<file path="src/pkg/tsm_defs.vh">
`ifndef TSM_DEFS_VH
`define TSM_DEFS_VH

// System clock
`define TSM_CLK_MHZ          25

// Register byte offsets
`define TSM_ADDR_W           8
`define TSM_REG_STATUS       8'h00
`define TSM_REG_MASK         8'h04
`define TSM_REG_CLKSTAT      8'h08
`define TSM_REG_CHAN_BASE    8'h80

// Channel configuration fields
`define TSM_CF_FMT_LO        0
`define TSM_CF_FMT_HI        1
`define TSM_CF_INV           3
`define TSM_CF_ES            4
`define TSM_CF_SEL_LO        5
`define TSM_CF_SEL_HI        7
`define TSM_CF_CLKOK         8
`define TSM_CFG_RST          8'h00

// Interface formats
`define TSM_FMT_SR_NRZ       2'h0
`define TSM_FMT_DR_NRZ       2'h1
`define TSM_FMT_DR_RZ        2'h2

// Indication select codes
`define TSM_SEL_PATTERN      3'h0
`define TSM_SEL_AIS          3'h1
`define TSM_SEL_TOC          3'h2
`define TSM_SEL_TX_LOSS_OF_SIGNAL         3'h3
`define TSM_SEL_EXZ          3'h4
`define TSM_SEL_BPV          3'h5
`define TSM_SEL_EXZ_BPV      3'h6
`define TSM_SEL_RLOS         3'h7

// Interrupt status bits
`define TSM_EV_MCLK_MISS     0
`define TSM_EV_BAD_CODE      1
`define TSM_EV_TCLK_LOST     2
`define TSM_EV_W             3

// Timing
`define TSM_TCLK_LOSS_NS     2000
`define TSM_TCLK_LOSS_CYC    ((`TSM_TCLK_LOSS_NS * `TSM_CLK_MHZ) / 1000)
`define TSM_MCLK_BASE_KHZ    1544
`define TSM_MCLK_PER_CYC(m)  ((`TSM_CLK_MHZ * 1000) / (`TSM_MCLK_BASE_KHZ * (m)))
`define TSM_MCLK_MAX_CODE    4'h3
`define TSM_RST_HOLD_CYC     5'h10

`endif

</file>
<file path="src/logic/tsm_sync.v">
`timescale 1ns/10ps
module tsm_sync
#(
    parameter W = 1
)
(
    // Clock and reset
    input  wire         clk,
    input  wire         rstn,
    // Asynchronous in, synchronous out
    input  wire [W-1:0] d,
    output wire [W-1:0] q
);
    reg [W-1:0] stage1;
    reg [W-1:0] stage2;

    always @(posedge clk or negedge rstn)
    begin
        if (!rstn)
        begin
            stage1 <= {W{1'b0}};
            stage2 <= {W{1'b0}};
        end
        else
        begin
            stage1 <= d;
            stage2 <= stage1;
        end
    end

    assign q = stage2;
endmodule

</file>
<file path="src/logic/tsm_mclk_mon.v">
`timescale 1ns/10ps
`include "tsm_defs.vh"
module tsm_mclk_mon
(
    // Clock and reset
    input  wire       clk,
    input  wire       rstn,
    // Synchronised master clock pin and frequency code
    input  wire       mclk_s,
    input  wire [3:0] code_s,
    // Status
    output reg        mclk_missing,
    output reg        bad_code,
    output wire       auto_rst
);
    reg       mclk_prev;
    reg [5:0] phase_cnt;
    reg [4:0] hold_cnt;

    // One full master clock period in system cycles for the given code
    function [5:0] period_of;
        input [3:0] code;
        integer     v;
        begin
            case (code[1:0])
                2'h0:    v = `TSM_MCLK_PER_CYC(1);
                2'h1:    v = `TSM_MCLK_PER_CYC(2);
                2'h2:    v = `TSM_MCLK_PER_CYC(3);
                default: v = `TSM_MCLK_PER_CYC(4);
            endcase
            period_of = v[5:0];
        end
    endfunction

    wire       mclk_edge = mclk_s ^ mclk_prev;
    wire [5:0] limit     = period_of(code_s);

    // A phase held longer than a whole period means the duty cycle collapsed
    always @(posedge clk or negedge rstn)
    begin
        if (!rstn)
        begin
            mclk_prev    <= 1'b0;
            phase_cnt    <= 6'h00;
            mclk_missing <= 1'b0;
            bad_code     <= 1'b0;
            hold_cnt     <= 5'h00;
        end
        else
        begin
            mclk_prev    <= mclk_s;
            bad_code     <= (code_s > `TSM_MCLK_MAX_CODE);
            if (mclk_edge)
                phase_cnt <= 6'h00;
            else if (phase_cnt != 6'h3F)
                phase_cnt <= phase_cnt + 6'h01;
            mclk_missing <= !mclk_edge && (phase_cnt >= limit);
            if (mclk_missing)
                hold_cnt <= `TSM_RST_HOLD_CYC;
            else if (hold_cnt != 5'h00)
                hold_cnt <= hold_cnt - 5'h01;
        end
    end

    // Reset stays asserted a while after the clock returns
    assign auto_rst = mclk_missing || (hold_cnt != 5'h00);
endmodule

</file>
<file path="src/logic/tsm_top.v">
// Behaviour
// - Dual rail NRZ: shared indication pin is negative-rail input, sampled with positive.
// - Single rail NRZ or dual rail RZ: shared pin drives the indication output.
// - Three-bit select picks one of eight status sources for the indication.
// - Indication updates on the active transmit clock edge when that clock exists.
// - Indication output is always active high, never inverted.
// - NRZ formats: clock/negative-data pin is the transmit clock input.
// - NRZ data sampled on active clock edge; system keeps it stable there.
// - Edge-select bit picks rising or falling edge for sampling and indication.
// - Dual rail RZ: clock pin is negative-rail data, no transmit clock expected.
// - Invert bit makes both rail data inputs active low.
// - Four strap inputs give master clock as 1.544 MHz times one to four.
// - Missing master clock, by collapsed duty cycle, triggers automatic reset.
// - RZ: pos1/neg0 positive pulse, pos0/neg1 negative pulse, equal gives space.
// - Single rail NRZ: unencoded data sampled on the active transmit clock edge.
//
// The Avalon-MM interface to the registers and the register offsets were left to the implementer.
`timescale 1ns/10ps
`include "tsm_defs.vh"
module tsm_top
#(
    parameter NCH = 29
)
(
    // Clock and reset
    input  wire                   clk,
    input  wire                   rstn,
    // Avalon-MM slave
    input  wire [`TSM_ADDR_W-1:0] avs_address,
    input  wire                   avs_read,
    input  wire                   avs_write,
    input  wire [31:0]            avs_writedata,
    input  wire [3:0]             avs_byteenable,
    output reg  [31:0]            avs_readdata,
    output wire                   avs_waitrequest,
    // Interrupt
    output wire                   irq,
    // Master clock pins
    input  wire                   master_clock_in,
    input  wire [3:0]             master_clock_freq_code,
    // Transmit system pins, per channel
    input  wire [NCH-1:0]         tx_single_rail_data,
    input  wire [NCH-1:0]         tx_system_clock,
    input  wire [NCH-1:0]         tx_negative_rail_data,
    output wire [NCH-1:0]         tx_indication_out,
    output wire [NCH-1:0]         tx_indication_oe,
    // Status sources, same clock
    input  wire [NCH-1:0]         pattern_generator_status,
    input  wire [NCH-1:0]         alarm_indication_detect,
    input  wire [NCH-1:0]         tx_overcurrent,
    input  wire [NCH-1:0]         tx_loss_of_signal,
    input  wire [NCH-1:0]         excess_zero_detect,
    input  wire [NCH-1:0]         bipolar_violation_detect,
    input  wire [NCH-1:0]         rx_loss_of_signal,
    // Towards the line driver
    output wire [NCH-1:0]         line_out_tip,
    output wire [NCH-1:0]         line_out_ring,
    output wire [NCH-1:0]         tx_data_strobe,
    // Device status
    output wire                   master_clock_missing,
    output wire                   auto_reset
);
    localparam integer LOSS_CYC = `TSM_TCLK_LOSS_CYC;
    localparam [7:0]   LOSS_LIM = LOSS_CYC[7:0];

    // Bus handshake: one wait state, access completes on the second edge
    reg                    ack;
    wire                   req  = avs_read | avs_write;
    wire                   fire = req & ack;
    assign avs_waitrequest = req & ~ack;

    reg  [`TSM_EV_W-1:0]   status;
    reg  [`TSM_EV_W-1:0]   mask;
    wire [`TSM_EV_W-1:0]   events;
    wire [8*NCH-1:0]       cfg_all;
    wire [NCH-1:0]         clk_ok_all;
    wire [NCH-1:0]         lost_all;
    reg  [31:0]            rd_mux;
    integer                i;

    // Synchronised pins
    wire [NCH-1:0]         sd_s;
    wire [NCH-1:0]         ck_s;
    wire [NCH-1:0]         ng_s;
    wire                   mclk_s;
    wire [3:0]             code_s;
    wire                   bad_code;

    function chan_hit;
        input [`TSM_ADDR_W-1:0] a;
        input integer           idx;
        begin
            chan_hit = a[7] && (a[1:0] == 2'h0) && ({27'h0, a[6:2]} == idx);
        end
    endfunction

    // Source order follows the select codes
    function ind_pick;
        input [2:0] sel;
        input [7:0] src;
        begin
            ind_pick = src[sel];
        end
    endfunction

    tsm_sync #(.W(3*NCH)) u_pin_sync
    (
        .clk  (clk),
        .rstn (rstn),
        .d    ({tx_negative_rail_data, tx_system_clock, tx_single_rail_data}),
        .q    ({ng_s, ck_s, sd_s})
    );

    tsm_sync #(.W(5)) u_mclk_sync
    (
        .clk  (clk),
        .rstn (rstn),
        .d    ({master_clock_freq_code, master_clock_in}),
        .q    ({code_s, mclk_s})
    );

    tsm_mclk_mon u_mclk_mon
    (
        .clk          (clk),
        .rstn         (rstn),
        .mclk_s       (mclk_s),
        .code_s       (code_s),
        .mclk_missing (master_clock_missing),
        .bad_code     (bad_code),
        .auto_rst     (auto_reset)
    );

    genvar g;
    generate
        for (g = 0; g < NCH; g = g + 1)
        begin : g_ch
            reg  [7:0] cfg;
            reg        clk_prev;
            reg        tip;
            reg        ring;
            reg        strobe;
            reg        ind;
            reg        clk_ok;
            reg  [7:0] loss_cnt;

            wire [1:0] fmt     = cfg[`TSM_CF_FMT_HI:`TSM_CF_FMT_LO];
            wire       inv     = cfg[`TSM_CF_INV];
            wire       es      = cfg[`TSM_CF_ES];
            wire [2:0] sel     = cfg[`TSM_CF_SEL_HI:`TSM_CF_SEL_LO];
            wire       has_clk = (fmt != `TSM_FMT_DR_RZ);
            wire       rise    = ck_s[g] & ~clk_prev;
            wire       fall    = ~ck_s[g] & clk_prev;
            wire       act     = es ? fall : rise;
            // RZ format reads the clock pin as the negative rail
            wire       pos     = sd_s[g] ^ inv;
            wire       neg     = (has_clk ? ng_s[g] : ck_s[g]) ^ inv;
            wire [7:0] src     = {rx_loss_of_signal[g],
                                  excess_zero_detect[g] | bipolar_violation_detect[g],
                                  bipolar_violation_detect[g],
                                  excess_zero_detect[g],
                                  tx_loss_of_signal[g],
                                  tx_overcurrent[g],
                                  alarm_indication_detect[g],
                                  pattern_generator_status[g]};
            wire       wr_ch   = fire && avs_write && avs_byteenable[0]
                                 && chan_hit(avs_address, g);

            always @(posedge clk or negedge rstn)
            begin
                if (!rstn)
                    cfg <= `TSM_CFG_RST;
                else if (wr_ch)
                    cfg <= avs_writedata[7:0];
            end

            // Datapath; the master clock monitor clears it, not the setup
            always @(posedge clk or negedge rstn)
            begin
                if (!rstn)
                begin
                    clk_prev <= 1'b0;
                    tip      <= 1'b0;
                    ring     <= 1'b0;
                    strobe   <= 1'b0;
                    ind      <= 1'b0;
                    clk_ok   <= 1'b0;
                    loss_cnt <= 8'h00;
                end
                else if (auto_reset)
                begin
                    clk_prev <= 1'b0;
                    tip      <= 1'b0;
                    ring     <= 1'b0;
                    strobe   <= 1'b0;
                    ind      <= 1'b0;
                    clk_ok   <= 1'b0;
                    loss_cnt <= 8'h00;
                end
                else
                begin
                    clk_prev <= ck_s[g];
                    strobe   <= 1'b0;
                    if (has_clk)
                    begin
                        if (act)
                        begin
                            strobe   <= 1'b1;
                            tip      <= pos;
                            ring     <= (fmt == `TSM_FMT_DR_NRZ) ? neg : 1'b0;
                            ind      <= ind_pick(sel, src);
                            clk_ok   <= 1'b1;
                            loss_cnt <= 8'h00;
                        end
                        else if (loss_cnt >= LOSS_LIM)
                            clk_ok <= 1'b0;
                        else
                            loss_cnt <= loss_cnt + 8'h01;
                    end
                    else
                    begin
                        // Mark when rails differ, space when equal
                        tip      <= pos & ~neg;
                        ring     <= neg & ~pos;
                        strobe   <= pos ^ neg;
                        ind      <= ind_pick(sel, src);
                        clk_ok   <= 1'b0;
                        loss_cnt <= 8'h00;
                    end
                end
            end

            assign cfg_all[8*g +: 8]   = cfg;
            assign clk_ok_all[g]       = clk_ok;
            assign lost_all[g]         = has_clk && clk_ok && !act && (loss_cnt >= LOSS_LIM);
            assign line_out_tip[g]     = tip;
            assign line_out_ring[g]    = ring;
            assign tx_data_strobe[g]   = strobe;
            assign tx_indication_out[g] = ind;
            assign tx_indication_oe[g] = (fmt != `TSM_FMT_DR_NRZ);
        end
    endgenerate

    // Read decode
    always @*
    begin
        rd_mux = 32'h0000_0000;
        case (avs_address)
            `TSM_REG_STATUS:  rd_mux = {{(32-`TSM_EV_W){1'b0}}, status};
            `TSM_REG_MASK:    rd_mux = {{(32-`TSM_EV_W){1'b0}}, mask};
            `TSM_REG_CLKSTAT: rd_mux = {26'h0, bad_code, master_clock_missing, code_s};
            default:          rd_mux = 32'h0000_0000;
        endcase
        for (i = 0; i < NCH; i = i + 1)
        begin
            if (chan_hit(avs_address, i))
                rd_mux = {23'h0, clk_ok_all[i], cfg_all[8*i +: 8]};
        end
    end

    assign events[`TSM_EV_MCLK_MISS] = master_clock_missing;
    assign events[`TSM_EV_BAD_CODE]  = bad_code;
    assign events[`TSM_EV_TCLK_LOST] = |lost_all;

    always @(posedge clk or negedge rstn)
    begin
        if (!rstn)
        begin
            ack          <= 1'b0;
            avs_readdata <= 32'h0000_0000;
            status       <= {`TSM_EV_W{1'b0}};
            mask         <= {`TSM_EV_W{1'b0}};
        end
        else
        begin
            ack <= req & ~ack;
            if (avs_read && !ack)
                avs_readdata <= rd_mux;
            // A new event wins over a write-one clear in the same cycle
            if (fire && avs_write && avs_byteenable[0] && avs_address == `TSM_REG_STATUS)
                status <= (status & ~avs_writedata[`TSM_EV_W-1:0]) | events;
            else
                status <= status | events;
            if (fire && avs_write && avs_byteenable[0] && avs_address == `TSM_REG_MASK)
                mask <= avs_writedata[`TSM_EV_W-1:0];
        end
    end

    assign irq = |(status & mask);
endmodule

</file>
<file path="config.mk">
export PLATFORM = sky130hd
export DESIGN_NAME = tsm_top
export DESIGN_NICKNAME = d
export VERILOG_FILES = /design/src/logic/tsm_sync.v /design/src/logic/tsm_mclk_mon.v /design/src/logic/tsm_top.v
export VERILOG_INCLUDE_DIRS = /design/src /design/src/pkg
export SDC_FILE = /design/constraint.sdc
export NUM_CORES = 2
export LEC_CHECK = 0
export ABC_CLOCK_PERIOD_IN_PS = 2400
export BUFFER_PORTS_ARGS = -buffer_cell sky130_fd_sc_hd__buf_2
export CORE_ASPECT_RATIO = 2
export CORE_MARGIN = 4
export CORE_UTILIZATION = 44
export CTS_CLUSTER_DIAMETER = 100
export DETAILED_ROUTE_END_ITERATION = 8
export GPL_TIMING_DRIVEN = 0
export HOLD_SLACK_MARGIN = 0.15
export PLACE_DENSITY = 0.64
export SLEW_MARGIN = 25
export SYNTH_ARGS = -nofsm -noshare
export SYNTH_HDL_FRONTEND = slang
export SYNTH_SLANG_ARGS = --single-unit
</file>
<file path="constraint.sdc">
create_clock -name clk -period 2.4 [get_ports clk]
set_clock_uncertainty 0.1 [all_clocks]
set_input_delay 0.48 -clock clk [delete_from_list [all_inputs] [get_ports clk]]
set_output_delay 0.48 -clock clk [all_outputs]
set_load 0.03 [all_outputs]
</file>
**Word-level counts from Yosys, hierarchy flattened**

Index checks and enable logic that the tools add are counted.

- $lt $le $gt $ge: 60
- Bitwise operators: 358
- $mul: 0
- Add/subtract/negate cells: 31
- Shift-type cells: 0
- Divide/modulo/power cells: 0
- Reductions and logical operators: 193
- Multiplexer cells: 790
- Equal/unequal tests: 207

Operators by type and width:

| operator | count |
|---|---|
| $mux W32 | 29 |
| $mux W8 | 116 |
| $mux W1 | 609 |
| $add A8 B1 Y8 const B | 29 |
| $ge A8 B6 Y1 const B | 29 |
| $logic_and A1 B1 Y1 | 152 |
| $and A1 B1 Y1 | 118 |
| $not A1 Y1 | 117 |
| $lt A3 B4 Y1 const B | 29 |
| $ne A4 B2 Y1 const B | 29 |
| $ne A4 B4 Y1 const B | 29 |
| $xor A1 B1 Y1 | 88 |
| $bmux W1 S3 | 29 |
| $ne A3 B2 Y1 const B | 29 |
| $eq A5 B5 Y1 const B | 13 |
| $eq A2 B1 Y1 const B | 30 |
| $ne A2 B1 Y1 const B | 29 |
| $ne A2 B2 Y1 const B | 29 |
| $eq A5 B4 Y1 const B | 8 |
| $logic_not A1 Y1 | 31 |
| $or A1 B1 Y1 | 30 |
| $reduce_or A29 Y1 | 1 |
| $eq A5 B3 Y1 const B | 4 |
| $pmux W6 S3 | 1 |
| 24 further kinds | 31 |

- ROM bits: 0
- Output and inout port bits: 181
- Memory bits (writable): 0
- Input bits: 343
- Word-level logic and storage cells: 1,884
- Register bits after elaboration: 875
- Latch bits: 0
- Memories kept: 0

**Depth between registers and ports, before layout**

- Depth in word-level cells: 32
- Mapped depth: 11
- Depth with buffers taken out: 8

**By module**

A second synthesis with hierarchy kept.

- Cell total of the unflattened synthesis: 3,706
- Area total of the unflattened synthesis: 40,800.4 µm²

By module, submodules not included:

| module | sequential area each (µm²) | area each (µm²) | times used | cells an instance |
|---|---|---|---|---|
| tsm_top | 16,365.7 | 35,425.2 | 1 | 3,444 |
| tsm_sync (u_pin_sync) | 4,354.2 | 4,354.2 | 1 | 174 |
| tsm_mclk_mon | 350.3 | 770.7 | 1 | 78 |
| tsm_sync (u_mclk_sync) | 250.2 | 250.2 | 1 | 10 |

**Worst setup path after synthesis**

OpenSTA, ideal clock, no wires.

- Kind: flip-flop to output port
- Start point: register u_mclk_mon.hold_cnt[0]
- End point: output auto_reset
- Data arrival time: 2.154 ns
- Buffers on the path: 3
- Required time: 1.820 ns
- Cell stages (with the launch flop): 10
- Setup slack: -0.334 ns
- Path through: dfrtp_1 > inv_1 > ha_1 > or3b_1 > or2_2 > clkbuf_1 > nor2_4 > inv_2 > clkbuf_1 > clkbuf_1

- Word-level cells in the longest chain between the ends: 2

Ends and longest elaborated chain:

| what | RTL line | RTL |
|---|---|---|
| from (decl) | tsm_mclk_mon.v:18 | `reg [4:0] hold_cnt;` |
| from (signal assigned) | tsm_mclk_mon.v:59 | `` hold_cnt <= `TSM_RST_HOLD_CYC; `` |
| from (signal assigned) | tsm_mclk_mon.v:61 | `hold_cnt <= hold_cnt - 5'h01;` |
| $reduce_bool A5 Y1 | tsm_mclk_mon.v:66 | `assign auto_rst = mclk_missing \|\| (hold_cnt != 5'h00);` |
| $logic_or A1 B1 Y1 | tsm_mclk_mon.v:66 |  |
| to (decl) | tsm_top.v:61 | `output wire auto_reset` |

Every way passes these cells.

**Worst setup path after layout**

- Start point: register u_mclk_mon.hold_cnt[1]
- End point: output auto_reset

Same word-level chain as after synthesis.

==> flow_metrics.env <==
export IMPL_status="finished, violations left"
export IMPL_violations="setup timing"
export IMPL_final_cell_area_mm2=0.0514
export IMPL_hold_ws_ns=0.200
export IMPL_fin_ws_ns=-0.840
export IMPL_avgSynthCellArea_um2=11.3
export IMPL_fillCellCount=7720
export IMPL_met2_usage_pct=50.7
export IMPL_cts_tree="built"
export IMPL_die_w_um=222
export IMPL_min_delay_start="excess_zero_detect[8]"
export IMPL_io_buffers=468
export IMPL_grt_overflow=0
export IMPL_via_per_inst=5.75
export IMPL_tns_ns=-24.54
export IMPL_relSlewSlack_pct=15.7
export IMPL_cp_start_kind="register"
export IMPL_min_path_type="input port to register"
export IMPL_r2r_start="g_ch[8].loss_cnt[0]"
export IMPL_synth_edff_count=0
export IMPL_crit_required_ns=1.82
export IMPL_drt_wl_total_um=153000
export IMPL_antenna_found_initial=7
export IMPL_max_cap_viol_count=0
export IMPL_antenna_left=0
export IMPL_io_pins=524
export IMPL_cts_root_buf="clkbuf_16"
export IMPL_drt_iter0_markers=2307
export IMPL_core_region_area_mm2=0.0908
export IMPL_grt_pass1_wl_um=218000
export IMPL_end_kind="output port"
export IMPL_path_max_fanout=2
export IMPL_ys_seq_area_share_pct=52.9
export IMPL_p_per_area_mw_per_mm2=694
export IMPL_critPathLaunch="u_mclk_mon.hold_cnt[1]"
export IMPL_cts_sinks=852
export IMPL_grt_max_degree=130
export IMPL_wl_per_cell_um=27.4
export IMPL_synth_cell_types=82
export IMPL_finalHoldViolCount=0
export IMPL_rsz0062_at_grt="true"
export IMPL_async_reset_ff_share_pct=100
export IMPL_utilization_pct=56.7
export IMPL_use_met1_pct=35.0
export IMPL_path_clk_slew_ns=0.06
export IMPL_period_share_pct=135
export IMPL_netlist_area_mm2=0.0403
export IMPL_grt_pass1_vias=32835
export IMPL_firstDrtPassIters=6
export IMPL_p_leak_nw=24.5
export IMPL_ys_flop_type="dfrtp_1"
export IMPL_irDropWorstVdd_v=0.000628
export IMPL_area_delta_synth_final_pct=27.6
export IMPL_drc_errors=0
export IMPL_yosysWarnings=0
export IMPL_max_freq_mhz=309
export IMPL_final_common_cell="dfrtp_1"
export IMPL_cp_arrival_ns=2.66
export IMPL_numCtsBuffers=79
export IMPL_worst_pin_slew_ns=1.26
export IMPL_timing_worst_setup_path_type="register to output port"
export IMPL_use_met3_pct=6.43
export IMPL_drive_above_1_share_pct=33.7
export IMPL_final_cell_mix="850 x dfrtp_1, 477 x buf_2, 366 x nor2_1, 281 x mux2_2, 238 x buf_4"
export IMPL_num_rows=156
export IMPL_top_usage_layer="met2"
export IMPL_placed_area_mm2=0.0446
export IMPL_clk_path_buf_depth=3
export IMPL_dp_hpwl_um=112000
export IMPL_gp_congestion=1.04
export IMPL_synth_seq_cells=852
export IMPL_synth_cells=3552
export IMPL_gr_usage_all_layers_pct=30.5
export IMPL_vias=32204
export IMPL_clock_latency_ns=0.72
export IMPL_start_util_pct=44.4
export IMPL_nets=4781
export IMPL_h_tree_depth=3
export IMPL_dieArea_mm2=0.0968
export IMPL_power_total_w=0.0357
export IMPL_period_needed_ns=3.24
export IMPL_setup_viol=334
export IMPL_die_h_um=436
export IMPL_drv_slew=0
[Yosys cell counts (35+ instances only)]
cell | instances | area share (%)
nor3_1 | 39 | 0.48
nand2_1 | 247 | 2.3
nand2b_1 | 71 | 1.1
o221ai_1 | 35 | 0.76
xor2_1 | 118 | 2.6
o21ai_0 | 71 | 0.88
xnor2_1 | 59 | 1.3
and2_1 | 35 | 0.54
mux2i_1 | 92 | 2.3
nor2b_1 | 42 | 0.65
clkbuf_1 | 91 | 0.85
nor2_1 | 385 | 3.6
dfrtp_1 | 852 | 53
and3_1 | 69 | 1.1
a31oi_1 | 40 | 0.62
mux2_2 | 281 | 7.8
a211oi_1 | 104 | 1.9
mux4_2 | 35 | 2.0
inv_1 | 87 | 0.81
ha_1 | 93 | 2.9
buf_4 | 145 | 2.7
a21oi_1 | 150 | 1.9
[path summary, 6_finish.rpt]
path,slack (ns),depth (start not counted),to
setup / recovery,-0.84,9,auto_reset
hold / removal,0.20,5,g_ch[8].ind
setup reg to reg,-0.23,8,status[2]
hold reg to reg,0.24,0,u_pin_sync.q[34]
max in group asynchronous,0,11,g_ch[28].cfg[3]
min in group asynchronous,0.67,6,g_ch[11].loss_cnt[7]
[power breakdown]
part           switching (W)  total, W  internal (W)
clock                0.00603    0.0136       0.00761
combinational        0.00395   0.00646       0.00251
sequential          0.000562    0.0156        0.0150
[worst max-delay path, cell delays in order, from the launching register on]
cell and delay, ns:
dfrtp_1 0.39, inv_1 0.07, ha_2 0.16, or3b_4 0.37, or2_4 0.26, nor2_4 0.21
inv_4 0.06, clkbuf_16 0.16, clkbuf_16 0.15, buf_8 0.13
[cell families after synthesis]
| family | synth area share (%) |
|---|---|
| xor+xnor | 3.85 |
| other cells | 0.00930 |
| buf+inv | 4.70 |
| compound gates | 9.84 |
| simple gates | 13.8 |
| fa+ha+maj | 2.89 |
| flops | 52.9 |
| mux | 12.1 |
[state kept, by name, summed over array words and instances (netlist names), 6 cells and up]
register / count
u_pin_sync.stage1: 87
g_ch.strobe: 29
u_mclk_mon.phase_cnt: 6
g_ch.clk_ok: 29
g_ch.clk_prev: 29
u_pin_sync.q: 87
g_ch.tip: 29
g_ch.ring: 29
g_ch.ind: 29
g_ch.cfg: 232
g_ch.loss_cnt: 232
avs_readdata: 9
[metal layers]
layer,up-vias,share of wire (%)
li1,14088,-
met4,4,8.8
met2,1367,48
met3,490,7.0
met1,16255,36
met5,-,0.020
[area by class of cell]
class | instances | area (um2) | area share, %
tap | 1185 | 1480 | 2.88
sequential | 852 | 21300 | 41.5
inverter | 90 | 342 | 0.664
clock inverter | 41 | 512 | 0.995
clock buffer | 106 | 2270 | 4.41
multi-input combinational | 2370 | 18500 | 35.9
timing repair buffer | 693 | 4950 | 9.63
buffer | 259 | 2050 | 3.98
antenna | 5 | 12.5 | 0.0243
[per-stage QoR]
step | std cells | setup WS, ns
3_5_place_dp | 5237 | -1.74
6_report | 5601 | -0.840
4_1_cts | 5537 | -0.841
2_1_floorplan | 3574 | -0.106
5_1_grt | 5597 | -0.900
3_3_place_gp | 5227 | -17.71
[timing repair]
action,in CTS,in global routing
hold buffers,101,1
gates resized for setup,216,156
cloned,6,10
buffers inserted,49,49
setup endpoints to repair,844,757
pin swaps,38,54
endpoints found under the hold margin,253,158
Note: power is estimated with default switching activity, not from simulation.
